$ cat src/design/lcps_pkg.sv
package lcps_pkg;
    // ----------------------------------------
    // Timing
    // ----------------------------------------
    localparam int CLK_HZ          = 10_000_000;
    localparam int STOP_US         = 2000;
    localparam int SKIP_US         = 10500;
    localparam int DRIVE_CHK_US    = 45000;
    localparam int HOLD_BUSY_US    = 55000;
    localparam int ALIGN_US        = 250000;
    localparam int STOP_CYC        = STOP_US * (CLK_HZ / 1_000_000);
    localparam int SKIP_CYC        = SKIP_US * (CLK_HZ / 1_000_000);
    localparam int DRIVE_CHK_CYC   = DRIVE_CHK_US * (CLK_HZ / 1_000_000);
    localparam int HOLD_BUSY_CYC   = HOLD_BUSY_US * (CLK_HZ / 1_000_000);
    localparam int ALIGN_CYC       = ALIGN_US * (CLK_HZ / 1_000_000);
    localparam int SKIP1_CYC       = 2;
    localparam int TMR_W           = 22;
    // ----------------------------------------
    // Counts and resets
    // ----------------------------------------
    localparam logic [7:0] LOCATE_SPACES = 8'h12;
    localparam logic [7:0] SKIP_SPACES   = 8'h13;
    localparam logic [1:0] PHASE_RST     = 2'h0;
    localparam logic [1:0] PHASE_SAMPLE  = 2'h3;
    // ----------------------------------------
    // Commands
    // ----------------------------------------
    typedef enum logic [2:0] {
        LCPS_CMD_EJECT       = 3'h0,
        LCPS_CMD_INDEX       = 3'h1,
        LCPS_CMD_READ_MARK   = 3'h2,
        LCPS_CMD_SENSE_AMP   = 3'h3,
        LCPS_CMD_SKEW        = 3'h4,
        LCPS_CMD_LOCATE_ID   = 3'h5,
        LCPS_CMD_READ_LOCATE = 3'h6,
        LCPS_CMD_READ_EJECT  = 3'h7
    } lcps_cmd_t;
    // Feeder inputs
    typedef struct packed {
        logic       emitter;
        logic       card_in;
        logic       card_out;
        logic [3:0] cells;
        logic       line_mark;
    } lcps_feed_t;
    // Command decode groups
    typedef struct packed {
        logic count_cmd;
        logic read_cmd;
        logic eject_cmd;
        logic diag_cmd;
    } lcps_group_t;
endpackage : lcps_pkg

$ cat src/design/lcps_front.sv
// Functional notes
// RL1: Input valid only from phase 3 through 0
// RL2: Shaped inputs resynchronised to clock phases
// RL3: Long levels become change-marking pulses
// RL4: Two cascaded polarity holds shape each input
// RL5: Feeder emits line pulses every 14 ms
// RL6: One timing pulse per emitter pulse
// RL7: Four cell latches, cleared after timing pulse
// RL8: Stop pulse 2 ms after timing pulse
// RL9: Two skip timers open 10.5 ms window
// RL10: 45 ms drive check from start I/O
// RL11: Hold busy 55 ms after drive clears
// RL12: Card aligned 250 ms after card in
// RL13: Mark during late window sets late mark
// RL14: Two misses then stop after 18 lines
// RL15: Late last mark gives 19 lines
// RL16: Card-in and card-out latches from switches
// RL17: Test I/O not aligned sets card gate
// RL18: Command register loads on command steal
// RL19: Decode groups, set command-chained latch
// RL20: Eight commands coded 00 through 07
// RL21: Next command fetched after count end
// RL22: Diagnostic register loads on first execute
// RL23: Diagnostic holds replace feeder inputs
// RL24: Single shots are restartable counters
// RL25: System reset clears all latches, timers
module lcps_front #(
    parameter int STOP_CYC_P      = lcps_pkg::STOP_CYC,
    parameter int SKIP_CYC_P      = lcps_pkg::SKIP_CYC,
    parameter int DRIVE_CHK_CYC_P = lcps_pkg::DRIVE_CHK_CYC,
    parameter int HOLD_BUSY_CYC_P = lcps_pkg::HOLD_BUSY_CYC,
    parameter int ALIGN_CYC_P     = lcps_pkg::ALIGN_CYC
) (
    input  wire logic                core_clk_i,
    input  wire logic                rstn_i,
    input  wire lcps_pkg::lcps_feed_t feed_i,
    input  wire logic [7:0]          channel_out_bus_i,
    input  wire logic                cmd_steal_i,
    input  wire logic                count_end_i,
    input  wire logic                start_io_instruction_i,
    input  wire logic                test_io_not_aligned_i,
    input  wire logic                load_io_instruction_i,
    input  wire logic                first_execute_cycle_i,
    input  wire logic                drive_on_i,
    input  wire logic                gate_clear_i,
    output logic                     timing_pulse_o,
    output logic [3:0]               cell_latch_o,
    output logic                     stop_pulse_o,
    output logic                     late_mark_o,
    output logic                     feed_stop_o,
    output logic                     drive_check_o,
    output logic                     busy_o,
    output logic                     card_in_o,
    output logic                     card_out_o,
    output logic                     card_aligned_o,
    output logic                     card_gate_o,
    output logic [2:0]               cmd_o,
    output lcps_pkg::lcps_group_t    cmd_group_o,
    output logic                     cmd_chained_o,
    output logic                     fetch_next_o,
    output logic [7:0]               diag_o
);
    localparam int NIN = 8;
    // ----------------------------------------
    // Phase counter and input selection
    // ----------------------------------------
    logic [1:0]      phase_reg;
    logic [1:0]      phase_next;
    logic [NIN-1:0]  raw;
    logic [NIN-1:0]  s1_reg, s2_reg, s3_reg;
    logic [NIN-1:0]  hold_a_reg, hold_a_next, hold_b_reg, hold_b_next;
    logic [NIN-1:0]  rise;
    logic [7:0]      diag_reg, diag_next;

    // Diagnostic holds stand in for feeder lines
    always_comb begin
        raw = {feed_i.emitter, feed_i.card_in, feed_i.card_out, feed_i.cells, feed_i.line_mark};
        if (diag_reg[7]) begin
            raw = {feed_i.emitter, diag_reg[5], diag_reg[6], diag_reg[3:0], feed_i.line_mark}; // see RL23
        end
    end

    // Three-stage synchroniser
    always_ff @(posedge core_clk_i or negedge rstn_i) begin
        if (!rstn_i) begin
            s1_reg <= '0;
            s2_reg <= '0;
            s3_reg <= '0;
        end else begin
            s1_reg <= raw;
            s2_reg <= s1_reg;
            s3_reg <= s2_reg;
        end
    end

    // Polarity hold pair, sampled at phase 3 and confirmed at phase 0
    always_comb begin
        phase_next  = phase_reg + 2'h1;
        hold_a_next = hold_a_reg;
        hold_b_next = hold_b_reg;
        if (phase_reg == lcps_pkg::PHASE_SAMPLE) begin
            hold_a_next = s3_reg & s2_reg; // see RL1
        end
        if (phase_reg == lcps_pkg::PHASE_RST) begin
            hold_b_next = hold_a_reg & s3_reg; // see RL4
        end
        rise = hold_a_reg & ~hold_b_reg & s3_reg & {NIN{phase_reg == lcps_pkg::PHASE_RST}}; // see RL2 RL3
    end

    always_ff @(posedge core_clk_i or negedge rstn_i) begin
        if (!rstn_i) begin
            phase_reg  <= 2'h0;
            hold_a_reg <= '0;
            hold_b_reg <= '0;
        end else begin
            phase_reg  <= phase_next;
            hold_a_reg <= hold_a_next;
            hold_b_reg <= hold_b_next;
        end
    end

    wire logic tp   = rise[7]; // see RL6
    wire logic mark = hold_b_reg[0] | rise[0];

    // ----------------------------------------
    // Single shots as counters
    // ----------------------------------------
    logic [lcps_pkg::TMR_W-1:0] stop_t_reg, skip1_t_reg, skip2_t_reg, drv_t_reg, busy_t_reg, algn_t_reg;
    logic [lcps_pkg::TMR_W-1:0] stop_t_next, skip1_t_next, skip2_t_next, drv_t_next, busy_t_next, algn_t_next;
    logic stop_p_reg, stop_p_next, drive_q_reg, cell_clr_reg;

    function automatic logic [lcps_pkg::TMR_W-1:0] tick(input logic fire, input int len,
                                                         input logic [lcps_pkg::TMR_W-1:0] cur);
        if (fire) tick = lcps_pkg::TMR_W'(len);
        else if (cur != '0) tick = cur - 1'b1;
        else tick = cur;
    endfunction : tick

    always_comb begin
        stop_t_next  = tick(tp, STOP_CYC_P, stop_t_reg); // see RL8 RL24
        skip1_t_next = tick(rise[7], lcps_pkg::SKIP1_CYC, skip1_t_reg); // see RL9
        skip2_t_next = tick(skip1_t_reg == lcps_pkg::TMR_W'(1), SKIP_CYC_P - lcps_pkg::SKIP1_CYC - 1, skip2_t_reg);
        drv_t_next   = tick(start_io_instruction_i, DRIVE_CHK_CYC_P, drv_t_reg); // see RL10
        busy_t_next  = tick(drive_q_reg & ~drive_on_i, HOLD_BUSY_CYC_P, busy_t_reg); // see RL11
        algn_t_next  = tick(rise[6], ALIGN_CYC_P, algn_t_reg); // see RL12
        stop_p_next  = stop_t_reg == lcps_pkg::TMR_W'(1);
        if (tp) drv_t_next = '0;
    end

    // ----------------------------------------
    // Latches
    // ----------------------------------------
    logic late_gate_reg, late_gate_next, late_reg, late_next, seen_reg, seen_next;
    logic miss1_reg, miss1_next, miss2_reg, miss2_next, skipl_reg, skipl_next;
    logic [7:0] lines_reg, lines_next;
    logic fstop_reg, fstop_next, dchk_reg, dchk_next;
    logic cin_reg, cin_next, cout_reg, cout_next, algn_reg, algn_next, gate_reg, gate_next;
    logic [3:0] cell_reg, cell_next;
    logic [2:0] cmd_reg, cmd_next;
    logic chain_reg, chain_next, fetch_reg, fetch_next;
    lcps_pkg::lcps_group_t grp_reg, grp_next;

    always_comb begin
        // Late window opens when second skip timer expires
        late_gate_next = late_gate_reg;
        if (skip2_t_reg == lcps_pkg::TMR_W'(1)) late_gate_next = 1'b1; // see RL13
        if (tp) late_gate_next = 1'b0;
        late_next = late_reg;
        if (late_gate_reg & mark) late_next = 1'b1;
        seen_next = seen_reg | mark;
        miss1_next = miss1_reg;
        miss2_next = miss2_reg;
        skipl_next = skipl_reg;
        lines_next = lines_reg;
        fstop_next = fstop_reg & ~start_io_instruction_i;
        if (tp) begin
            seen_next = 1'b0;
            late_next = 1'b0;
            if (seen_reg) begin
                miss1_next = 1'b0;
                miss2_next = 1'b0;
                skipl_next = late_reg; // see RL15
            end else if (!miss1_reg) begin
                miss1_next = 1'b1; // see RL14
            end else if (!miss2_reg) begin
                miss2_next = 1'b1;
                lines_next = skipl_reg ? lcps_pkg::SKIP_SPACES : lcps_pkg::LOCATE_SPACES;
            end else if (lines_reg != 8'h0) begin
                lines_next = lines_reg - 8'h1;
                if (lines_reg == 8'h1) fstop_next = 1'b1;
            end
        end
        // Sense cells: set from cell inputs, cleared at end of timing pulse
        cell_next = (cell_clr_reg ? 4'h0 : cell_reg) | (hold_b_reg[4:1] | rise[4:1]); // see RL7
        // Drive check error
        dchk_next = (dchk_reg & ~start_io_instruction_i) | ((drv_t_reg == lcps_pkg::TMR_W'(1)) & ~tp); // see RL10
        // Card position
        cin_next  = hold_b_reg[6]; // see RL16
        cout_next = hold_b_reg[5];
        algn_next = cin_reg & ((algn_t_reg == lcps_pkg::TMR_W'(1)) | algn_reg); // see RL12
        gate_next = (gate_reg & ~gate_clear_i) | test_io_not_aligned_i; // Set wins, see RL17
        // Command register
        cmd_next   = cmd_reg;
        chain_next = chain_reg;
        if (cmd_steal_i) begin
            cmd_next   = channel_out_bus_i[2:0]; // see RL18 RL20
            chain_next = channel_out_bus_i[2:0] inside {3'h3, 3'h4, 3'h5}; // see RL19
        end
        grp_next.count_cmd = cmd_reg >= 3'h2; // see RL19
        grp_next.read_cmd  = cmd_reg inside {3'h2, 3'h6, 3'h7};
        grp_next.eject_cmd = cmd_reg inside {3'h0, 3'h2, 3'h7};
        grp_next.diag_cmd  = cmd_reg inside {3'h3, 3'h4};
        fetch_next = count_end_i & chain_reg; // see RL21
        diag_next = (load_io_instruction_i & first_execute_cycle_i) ? channel_out_bus_i : diag_reg; // see RL22
    end

    // Register all latches; reset clears everything
    always_ff @(posedge core_clk_i or negedge rstn_i) begin
        if (!rstn_i) begin // see RL25
            stop_t_reg <= '0; skip1_t_reg <= '0; skip2_t_reg <= '0;
            drv_t_reg <= '0; busy_t_reg <= '0; algn_t_reg <= '0;
            stop_p_reg <= 1'b0; drive_q_reg <= 1'b0; cell_clr_reg <= 1'b0;
            late_gate_reg <= 1'b0; late_reg <= 1'b0; seen_reg <= 1'b0;
            miss1_reg <= 1'b0; miss2_reg <= 1'b0; skipl_reg <= 1'b0;
            lines_reg <= 8'h0; fstop_reg <= 1'b0; dchk_reg <= 1'b0;
            cin_reg <= 1'b0; cout_reg <= 1'b0; algn_reg <= 1'b0; gate_reg <= 1'b0;
            cell_reg <= 4'h0; cmd_reg <= 3'h0; chain_reg <= 1'b0; fetch_reg <= 1'b0;
            grp_reg <= '0; diag_reg <= 8'h0;
        end else begin
            stop_t_reg <= stop_t_next; skip1_t_reg <= skip1_t_next; skip2_t_reg <= skip2_t_next;
            drv_t_reg <= drv_t_next; busy_t_reg <= busy_t_next; algn_t_reg <= algn_t_next;
            stop_p_reg <= stop_p_next; drive_q_reg <= drive_on_i; cell_clr_reg <= tp;
            late_gate_reg <= late_gate_next; late_reg <= late_next; seen_reg <= seen_next;
            miss1_reg <= miss1_next; miss2_reg <= miss2_next; skipl_reg <= skipl_next;
            lines_reg <= lines_next; fstop_reg <= fstop_next; dchk_reg <= dchk_next;
            cin_reg <= cin_next; cout_reg <= cout_next; algn_reg <= algn_next; gate_reg <= gate_next;
            cell_reg <= cell_next; cmd_reg <= cmd_next; chain_reg <= chain_next; fetch_reg <= fetch_next;
            grp_reg <= grp_next; diag_reg <= diag_next;
        end
    end

    // ----------------------------------------
    // Outputs straight from flip-flops
    // ----------------------------------------
    logic tp_reg, busy_reg;
    always_ff @(posedge core_clk_i or negedge rstn_i) begin
        if (!rstn_i) begin
            tp_reg   <= 1'b0;
            busy_reg <= 1'b0;
        end else begin
            tp_reg   <= tp;
            busy_reg <= drive_on_i | (busy_t_reg != '0); // see RL11
        end
    end

    assign timing_pulse_o = tp_reg;
    assign cell_latch_o   = cell_reg;
    assign stop_pulse_o   = stop_p_reg;
    assign late_mark_o    = late_reg;
    assign feed_stop_o    = fstop_reg;
    assign drive_check_o  = dchk_reg;
    assign busy_o         = busy_reg;
    assign card_in_o      = cin_reg;
    assign card_out_o     = cout_reg;
    assign card_aligned_o = algn_reg;
    assign card_gate_o    = gate_reg;
    assign cmd_o          = cmd_reg;
    assign cmd_group_o    = grp_reg;
    assign cmd_chained_o  = chain_reg;
    assign fetch_next_o   = fetch_reg;
    assign diag_o         = diag_reg;

    // ----------------------------------------
    // Checks
    // ----------------------------------------
    cell_clear_a: assert property (@(posedge core_clk_i) disable iff (!rstn_i) // see RL7
        cell_clr_reg && (hold_b_reg[4:1] == 4'h0) && (rise[4:1] == 4'h0) |=> cell_reg == 4'h0)
        else $error("cell latch not cleared");
    cmd_load_a: assert property (@(posedge core_clk_i) disable iff (!rstn_i) // see RL18
        cmd_steal_i |=> cmd_reg == $past(channel_out_bus_i[2:0]))
        else $error("command register not loaded");
    diag_load_a: assert property (@(posedge core_clk_i) disable iff (!rstn_i) // see RL22
        load_io_instruction_i && first_execute_cycle_i |=> diag_reg == $past(channel_out_bus_i))
        else $error("diagnostic register not loaded");
    gate_set_a: assert property (@(posedge core_clk_i) disable iff (!rstn_i) // see RL17
        test_io_not_aligned_i |=> card_gate_o)
        else $error("card gate not set");
    shape_edge_a: assert property (@(posedge core_clk_i) disable iff (!rstn_i) // see RL2
        tp |-> phase_reg == lcps_pkg::PHASE_RST)
        else $error("timing pulse off phase");
    input_persist_a: assert property (@(posedge core_clk_i) disable iff (!rstn_i) // see RL1
        tp |-> s3_reg[7] && $past(s3_reg[7] && s2_reg[7]))
        else $error("short emitter accepted");
    tp_once_a: assert property (@(posedge core_clk_i) disable iff (!rstn_i) // see RL6
        tp |=> !tp [*3])
        else $error("timing pulse repeated");
    stop_delay_a: assert property (@(posedge core_clk_i) disable iff (!rstn_i) // see RL8
        tp && STOP_CYC_P < 40 |-> ##[1:41] stop_p_reg)
        else $error("stop pulse missing");
    drive_err_a: assert property (@(posedge core_clk_i) disable iff (!rstn_i) // see RL10
        drv_t_reg == lcps_pkg::TMR_W'(1) && !tp && !start_io_instruction_i |=> dchk_reg)
        else $error("drive check not set");
endmodule : lcps_front

$ cat config.mk
export PLATFORM = sky130hd
export DESIGN_NAME = lcps_front
export DESIGN_NICKNAME = d
export VERILOG_FILES = /design/src/design/lcps_pkg.sv /design/src/design/lcps_front.sv
export SDC_FILE = /design/constraint.sdc
export NUM_CORES = 1
export LEC_CHECK = 0
export BUFFER_PORTS_ARGS = -buffer_cell sky130_fd_sc_hd__buf_2
export CAP_MARGIN = 20
export CORE_ASPECT_RATIO = 1.25
export CORE_UTILIZATION = 50
export CTS_BUF_LIST = sky130_fd_sc_hd__clkbuf_4 sky130_fd_sc_hd__clkbuf_8 sky130_fd_sc_hd__clkbuf_16
export CTS_CLUSTER_SIZE = 16
export DETAILED_ROUTE_END_ITERATION = 8
export PLACE_DENSITY_LB_ADDON = 0.08
export SLEW_MARGIN = 10
export SYNTH_ARGS = -nofsm -noshare
export SYNTH_HDL_FRONTEND = slang
export SYNTH_SLANG_ARGS = --single-unit
$ cat constraint.sdc
create_clock -name core_clk_i -period 6 [get_ports core_clk_i]
set_clock_uncertainty 0.05 [all_clocks]
set_input_delay 0.6 -clock core_clk_i [delete_from_list [all_inputs] [get_ports core_clk_i]]
set_output_delay 0.6 -clock core_clk_i [all_outputs]
set_load 0.005 [all_outputs]
Yosys cells after proc, flatten, opt, wreduce, memory -nomap -nowiden

Cells that the tools add are included.

Reductions and logical operators: 25
Multiplexer cells: 32
Bitwise gates (word level): 28
Magnitude comparators: 1
Equal/unequal tests: 16
Add/subtract/negate cells: 8

Operator list:

| cell                                                                  | count |
|---|---|
| 22-bit 2-to-1 mux                                                     | 13 |
| 22-bit nonzero test                                                   | 6 |
| 22-bit by 1-bit subtractor with 22-bit output, second input constant  | 6 |
| 22-bit by 1-bit == test with 1-bit output, second input constant      | 5 |
| 8-bit AND                                                             | 5 |
| 2-bit nonzero test                                                    | 9 |
| 8-bit 2-to-1 mux                                                      | 2 |
| 3-bit == test, second input constant                                  | 5 |
| 1-bit 2-to-1 mux                                                      | 15 |
| 3-bit nonzero test                                                    | 4 |
| 1-bit AND                                                             | 9 |
| 3-bit by 2-bit == test with 1-bit output, second input constant       | 3 |
| 8-bit by 1-bit == test with 1-bit output, second input constant       | 1 |
| 8-bit NOT                                                             | 1 |
| 4-bit bitwise OR                                                      | 2 |
| 8-bit nonzero test                                                    | 1 |
| 8-bit by 1-bit subtractor with 8-bit output, second input constant    | 1 |
| 7-bit 2-to-1 mux                                                      | 1 |
| 1-bit bitwise OR                                                      | 6 |
| 1-bit NOT                                                             | 5 |
| 4-bit 2-to-1 mux                                                      | 1 |
| 2-bit AND reduction                                                   | 2 |
| 4-bit AND reduction                                                   | 1 |
| 3-bit by 2-bit >= comparator with 1-bit output, second input constant | 1 |
| 5 further kinds                                                       | 5 |

Register bits after elaboration: 219

Logic depth before layout (Yosys ltp)

Word-level depth: 8
Gate-level depth with buffers: 9
Gate-level depth less buffers: 7

Least setup slack after synthesis

Ideal clock, no wire load.

Path kind: reg2reg
From: register skip2_t_reg[0] in the netlist's numbering
To: register skip2_t_reg[18] in the netlist's numbering
Arrival: 2.266 ns
Setup slack: 3.552 ns
Library setup time: 0.132 ns
Clock period less this slack: 2.448 ns
Buffers on the path: 1
Cell stages (with the launch flop): 9
Required time: 5.818 ns
Path through: dfrtp_1 inv_1 ha_1 or3b_2 buf_2 or3_1 or4_1 xor2_1 nor2_1

Cells in the longest elaborated chain, start to end: 3
Elaborated cells between the ends (all ways): 5
Those cells by class: add/sub: 1; mux: 2; reduce/logical: 2

Ends and longest elaborated chain:

| item                                          | line              | RTL |
|---|---|---|
| from (decl)                                   | lcps_front.sv:128 | `logic [lcps_pkg::TMR_W-1:0] stop_t_reg, skip1_t_reg, skip2_t_reg, drv_t_reg, busy_t_reg, algn_t_reg;` |
| from (signal assigned)                        | lcps_front.sv:230 | `stop_t_reg <= stop_t_next; skip1_t_reg <= skip1_t_next; skip2_t_reg <= skip2_t_next;` |
| 22-bit by 1-bit subtractor with 22-bit output | lcps_front.sv:135 | `else if (cur != '0) tick = cur - 1'b1;` |
| 22-bit 2-to-1 mux                             | lcps_front.sv:135 |  |
| 22-bit 2-to-1 mux                             | lcps_front.sv:134 | `if (fire) tick = lcps_pkg::TMR_W'(len);` |

Parallel ways exist; a longest one is shown, timed or not. The select of a mux whose other input is x is not followed.
A chain may end at the register's enable or synchronous reset.

Worst setup path after layout

From: register busy_t_reg[0] in the netlist's numbering
To: register busy_t_reg[13] in the netlist's numbering

Cells in the longest elaborated chain, start to end: 3
Elaborated cells between the ends (all ways): 5
Those cells by class: add/sub: 1; mux: 2; reduce/logical: 2

Ends and longest elaborated chain:

| item                                          | line              | RTL |
|---|---|---|
| from (decl)                                   | lcps_front.sv:128 |  |
| from (signal assigned)                        | lcps_front.sv:231 | `drv_t_reg <= drv_t_next; busy_t_reg <= busy_t_next; algn_t_reg <= algn_t_next;` |
| 22-bit by 1-bit subtractor with 22-bit output | lcps_front.sv:135 |  |
| 22-bit 2-to-1 mux                             | lcps_front.sv:135 |  |
| 22-bit 2-to-1 mux                             | lcps_front.sv:134 |  |

Parallel ways exist; a longest one is shown, timed or not. The select of a mux whose other input is x is not followed.

==> results by stage <==
Power:
- The total power per unit cell area is 393 nW/um2.
- The worst-case IR drop observed on VDD is 226 uV.
- The design draws 0.00456 W.
- The analysis attributes to cell leakage a power of 4.84 nW.

CTS:
- The CTS sink count is 219.
- The root buffer cell is clkbuf_16.
- The largest buffer count on any clock path is 3.
- The number of buffers created by CTS is 23.
- The clock reaches the later pin of the worst-skew pair after 500 ps.
- The post-CTS setup buffer count is 0.
- The post-cts gate resize count is 0.
- After clock tree synthesis, the flow added hold-fix buffers numbering 0.
- CTS built an H-tree with a depth of 1.
- After clock tree synthesis, the clock-pin slew on the worst setup and hold paths is 60 ps.
- TritonCTS built the clock tree.

Route:
- The post-route DRC violation count is 0.
- In the final routed layout, each cell accounts on average for 15.2 um.
- The pre-antenna-repair detailed-routing pass consisted of 4 iterations.
- The sum of routed wire length over all layers is 20.8 mm.
- The number of routed nets with antenna violations is 0.
- Across all layers, the routed design uses 7738 vias.
- For this block, the initial DRC count from the detailed router was 318.
- The detailed-route vias per instance is 5.66.

Finish:
- Measured on the finished design, the core utilization comes to 0.575.
- In the final layout, the share of cells above drive strength 1 is 0.125.
- Compared with the post-synthesis result, the final layout area differs by 12.5%.
- The final cell count without fillers is 1366.
- The net count of the finished layout is 1124.
- The repair_antennas step left the layout with diodes totalling 0.

Placement:
- The number of buffers added on ports is 56.
- The detailed-placement wirelength estimate is 14.0 mm.
- OpenSTA, run right after detailed placement, puts the worst setup slack at 3210 ps.
- In this run, placement finished with an instance count of 1326.
- The congestion estimate from routability-driven global placement came to 0.807.

Setup path:
- STA classifies the critical path endpoint as a flop.
- The setup slack of the worst register-to-register path is 3220 ps.
- The arrival time at the worst endpoint is 3110 ps.
- The critical path class is reg2reg.
- The end of the worst register-to-register path is busy_t_reg[13].
- The count of cells along the worst register-to-register path is 7.
- The startpoint type of the worst setup path is a flop.
- Of all nets on the critical path, the largest fanout is 12.
- The critical register-to-register path startpoint is busy_t_reg[0].
- STA puts the critical path data required time at 6330 ps.

STA:
- The count of pins over their slew limit came to 0.
- Counting I/O delays and the setup requirement, the final critical path takes 2780 ps.
- The sum of negative setup slack is 0 ps.
- The count of final hold-check violations is 0.
- Setup violations remaining at the end of the flow were counted as 0.
- Setup repair after global routing left no endpoint under its margin.
- The worst-margin pin slew is 826 ps.
- In this run the tightest slew margin relative to its limit is 0.444.
- Based on the critical path, the design can be clocked at up to 359 MHz.
- Dividing the final minimum period by the clock period gives 0.464.
- The least setup slack across all paths after layout is 3220 ps.

GRT:
- The first global-routing pass estimated 36.3 mm of wire.
- The maximum number of pins on one net before global-route repair is 89.
- The combined global-route utilization of all metal layers is 0.209.
- The number of antenna violations at the first check in global routing is 0.
- The via count of the first global-routing pass is 7684.
- The sum of overflow across all layers after global routing is 0.

Floorplanning:
- The die boundary height is 163 um.
- Row generation in the floorplan step produced 58 rows.
- For this configuration, the core starts out at a cell density of 0.512.
- The width of the chip is 131 um.
- The placeable core area is 20200 um2.
- The count of pins on the block boundary is 57.
- The area of the die is 21200 um2.

Synth:
- The number of warnings issued by yosys is 0.
- The netlist area before placement is 10300 um2.
- After synthesis the netlist holds a flip-flop and latch count of 219.
- The area share of the largest cell type after synthesis is 0.531.
- The number of nets in the synthesized netlist is 1074.
- For this run, the register share of the synthesized area comes to 0.531.
- Counting flops with an async set or reset pin after synthesis yields a share of 1.00.
- After technology mapping, the gate count stands at 1032.
- The synthesized area divided by synthesized cell count is 10.0 um2.
- The largest total area in the synthesized netlist belongs to dfrtp_1.
- In this run, synthesis inferred 0 flip-flops with an integrated enable.
- After synthesis, the cell types taking the most area are dfrtp_1 53%, nor2_1 3.9%, xor2_1 3.0%.
- For this run, the leading register cell type out of synthesis is dfrtp_1.
- The post-synthesis cell type count is 64.

Outcome:
- The flow ran to the end, and the final reports show no timing, DRC or antenna violations.

Job:
- Across the run, the number of max-cap violations was 0.

Hold path:
- The path category of the worst min-delay check is in2async.
## area by class of cell
type                            count  area [um2]
Inverter                           42         158
Timing Repair Buffer               62         335
Tap cell                          270         338
Clock buffer                       32         674
Fill cell                        1845        8570
Multi-Input combinational cell    734        4530
Sequential cell                   219        5480
Clock inverter                      7        90.1
## layout by cell type, fill, tap and decap left out, drive strengths merged, types with 6 or more instances in the layout
master and instances:
a2111oi 8, a211oi 13, a21oi 55, and2 6, buf 62, clkbuf 32, dfrtp 219, ha 16
inv 41, mux2 18, nand2 68, nand2b 9, nand3 39, nand3b 6, nand4 20, nor2 109
nor2b 8, nor3 49, nor4 31, o211ai 10, o21ai 49, o31ai 11, or2 9, or3 34
or3b 6, or4 30, xnor2 33, xor2 35
## routing by layer
| layer | wire length [um] | vias up | global-route usage | share of wire |
|---|---|---|---|---|
| met5 | 0 | - | 0 | 0 |
| met4 | 269 | 0 | 0.0455 | 0.013 |
| met1 | 9370 | 3755 | 0.275 | 0.45 |
| met2 | 10300 | 123 | 0.362 | 0.50 |
| li1 | - | 3835 | - | - |
| met3 | 823 | 25 | 0.0325 | 0.040 |
## Yosys cell counts, types with 6 or more instances
cell	number
nand2b_1	9
or2_2	9
nand3_1	39
a2111oi_0	8
nor4_1	30
ha_1	16
a21oi_1	55
o31ai_1	11
xnor2_1	33
nor2b_1	8
nor3_1	49
a211oi_1	13
o211ai_1	10
or3_1	34
dfrtp_1	219
o21ai_0	49
nand3b_1	6
xor2_1	35
or4_1	30
mux2_2	18
nand4_1	20
nor2_1	108
inv_1	41
nand2_1	68
clkbuf_1	29
## cells by family after synthesis
family / share of synthesized area
compound gates: 0.107
buf+inv: 0.0299
fa+ha+maj: 0.0194
xor+xnor: 0.0577
flops: 0.531
simple gates: 0.230
mux: 0.0245
## worst max-delay path: stages (launching register included)
cell and delay (ps):
dfrtp_1 390, inv_1 100, ha_1 200, nor3b_1 540, nand3_1 460, nor2_1 520
nor4_1 100, or3_1 310
## how the worst max path moves through the flow
stage | start | endpoint | depth (start not counted)
global placement | busy_t_reg[0] | busy_t_reg[13] | 7
CTS | busy_t_reg[0] | busy_t_reg[13] | 7
detailed placement | busy_t_reg[0] | busy_t_reg[13] | 7
global route | busy_t_reg[0] | busy_t_reg[13] | 7
floorplan | skip2_t_reg[0] | skip2_t_reg[18] | 8
finish | busy_t_reg[0] | busy_t_reg[13] | 7
## power breakdown
group          internal, W  switching, W  leakage (nW)
Sequential         0.00180      0.000326          2.70
Combinational     0.000452      0.000560          1.76
Clock             0.000867      0.000562         0.378
Total              0.00312       0.00145          4.84
## stage by stage
step / instance area (um2) / hold WS, ps
after floorplan: 10300 / 254
after global placement: 10800 / 281
after detailed placement: 10800 / 285
after CTS: 11600 / 61.8
after global routing: 11600 / 95.6
final: 11600 / 32.6
Note: power is estimated with default switching activity, not from simulation.
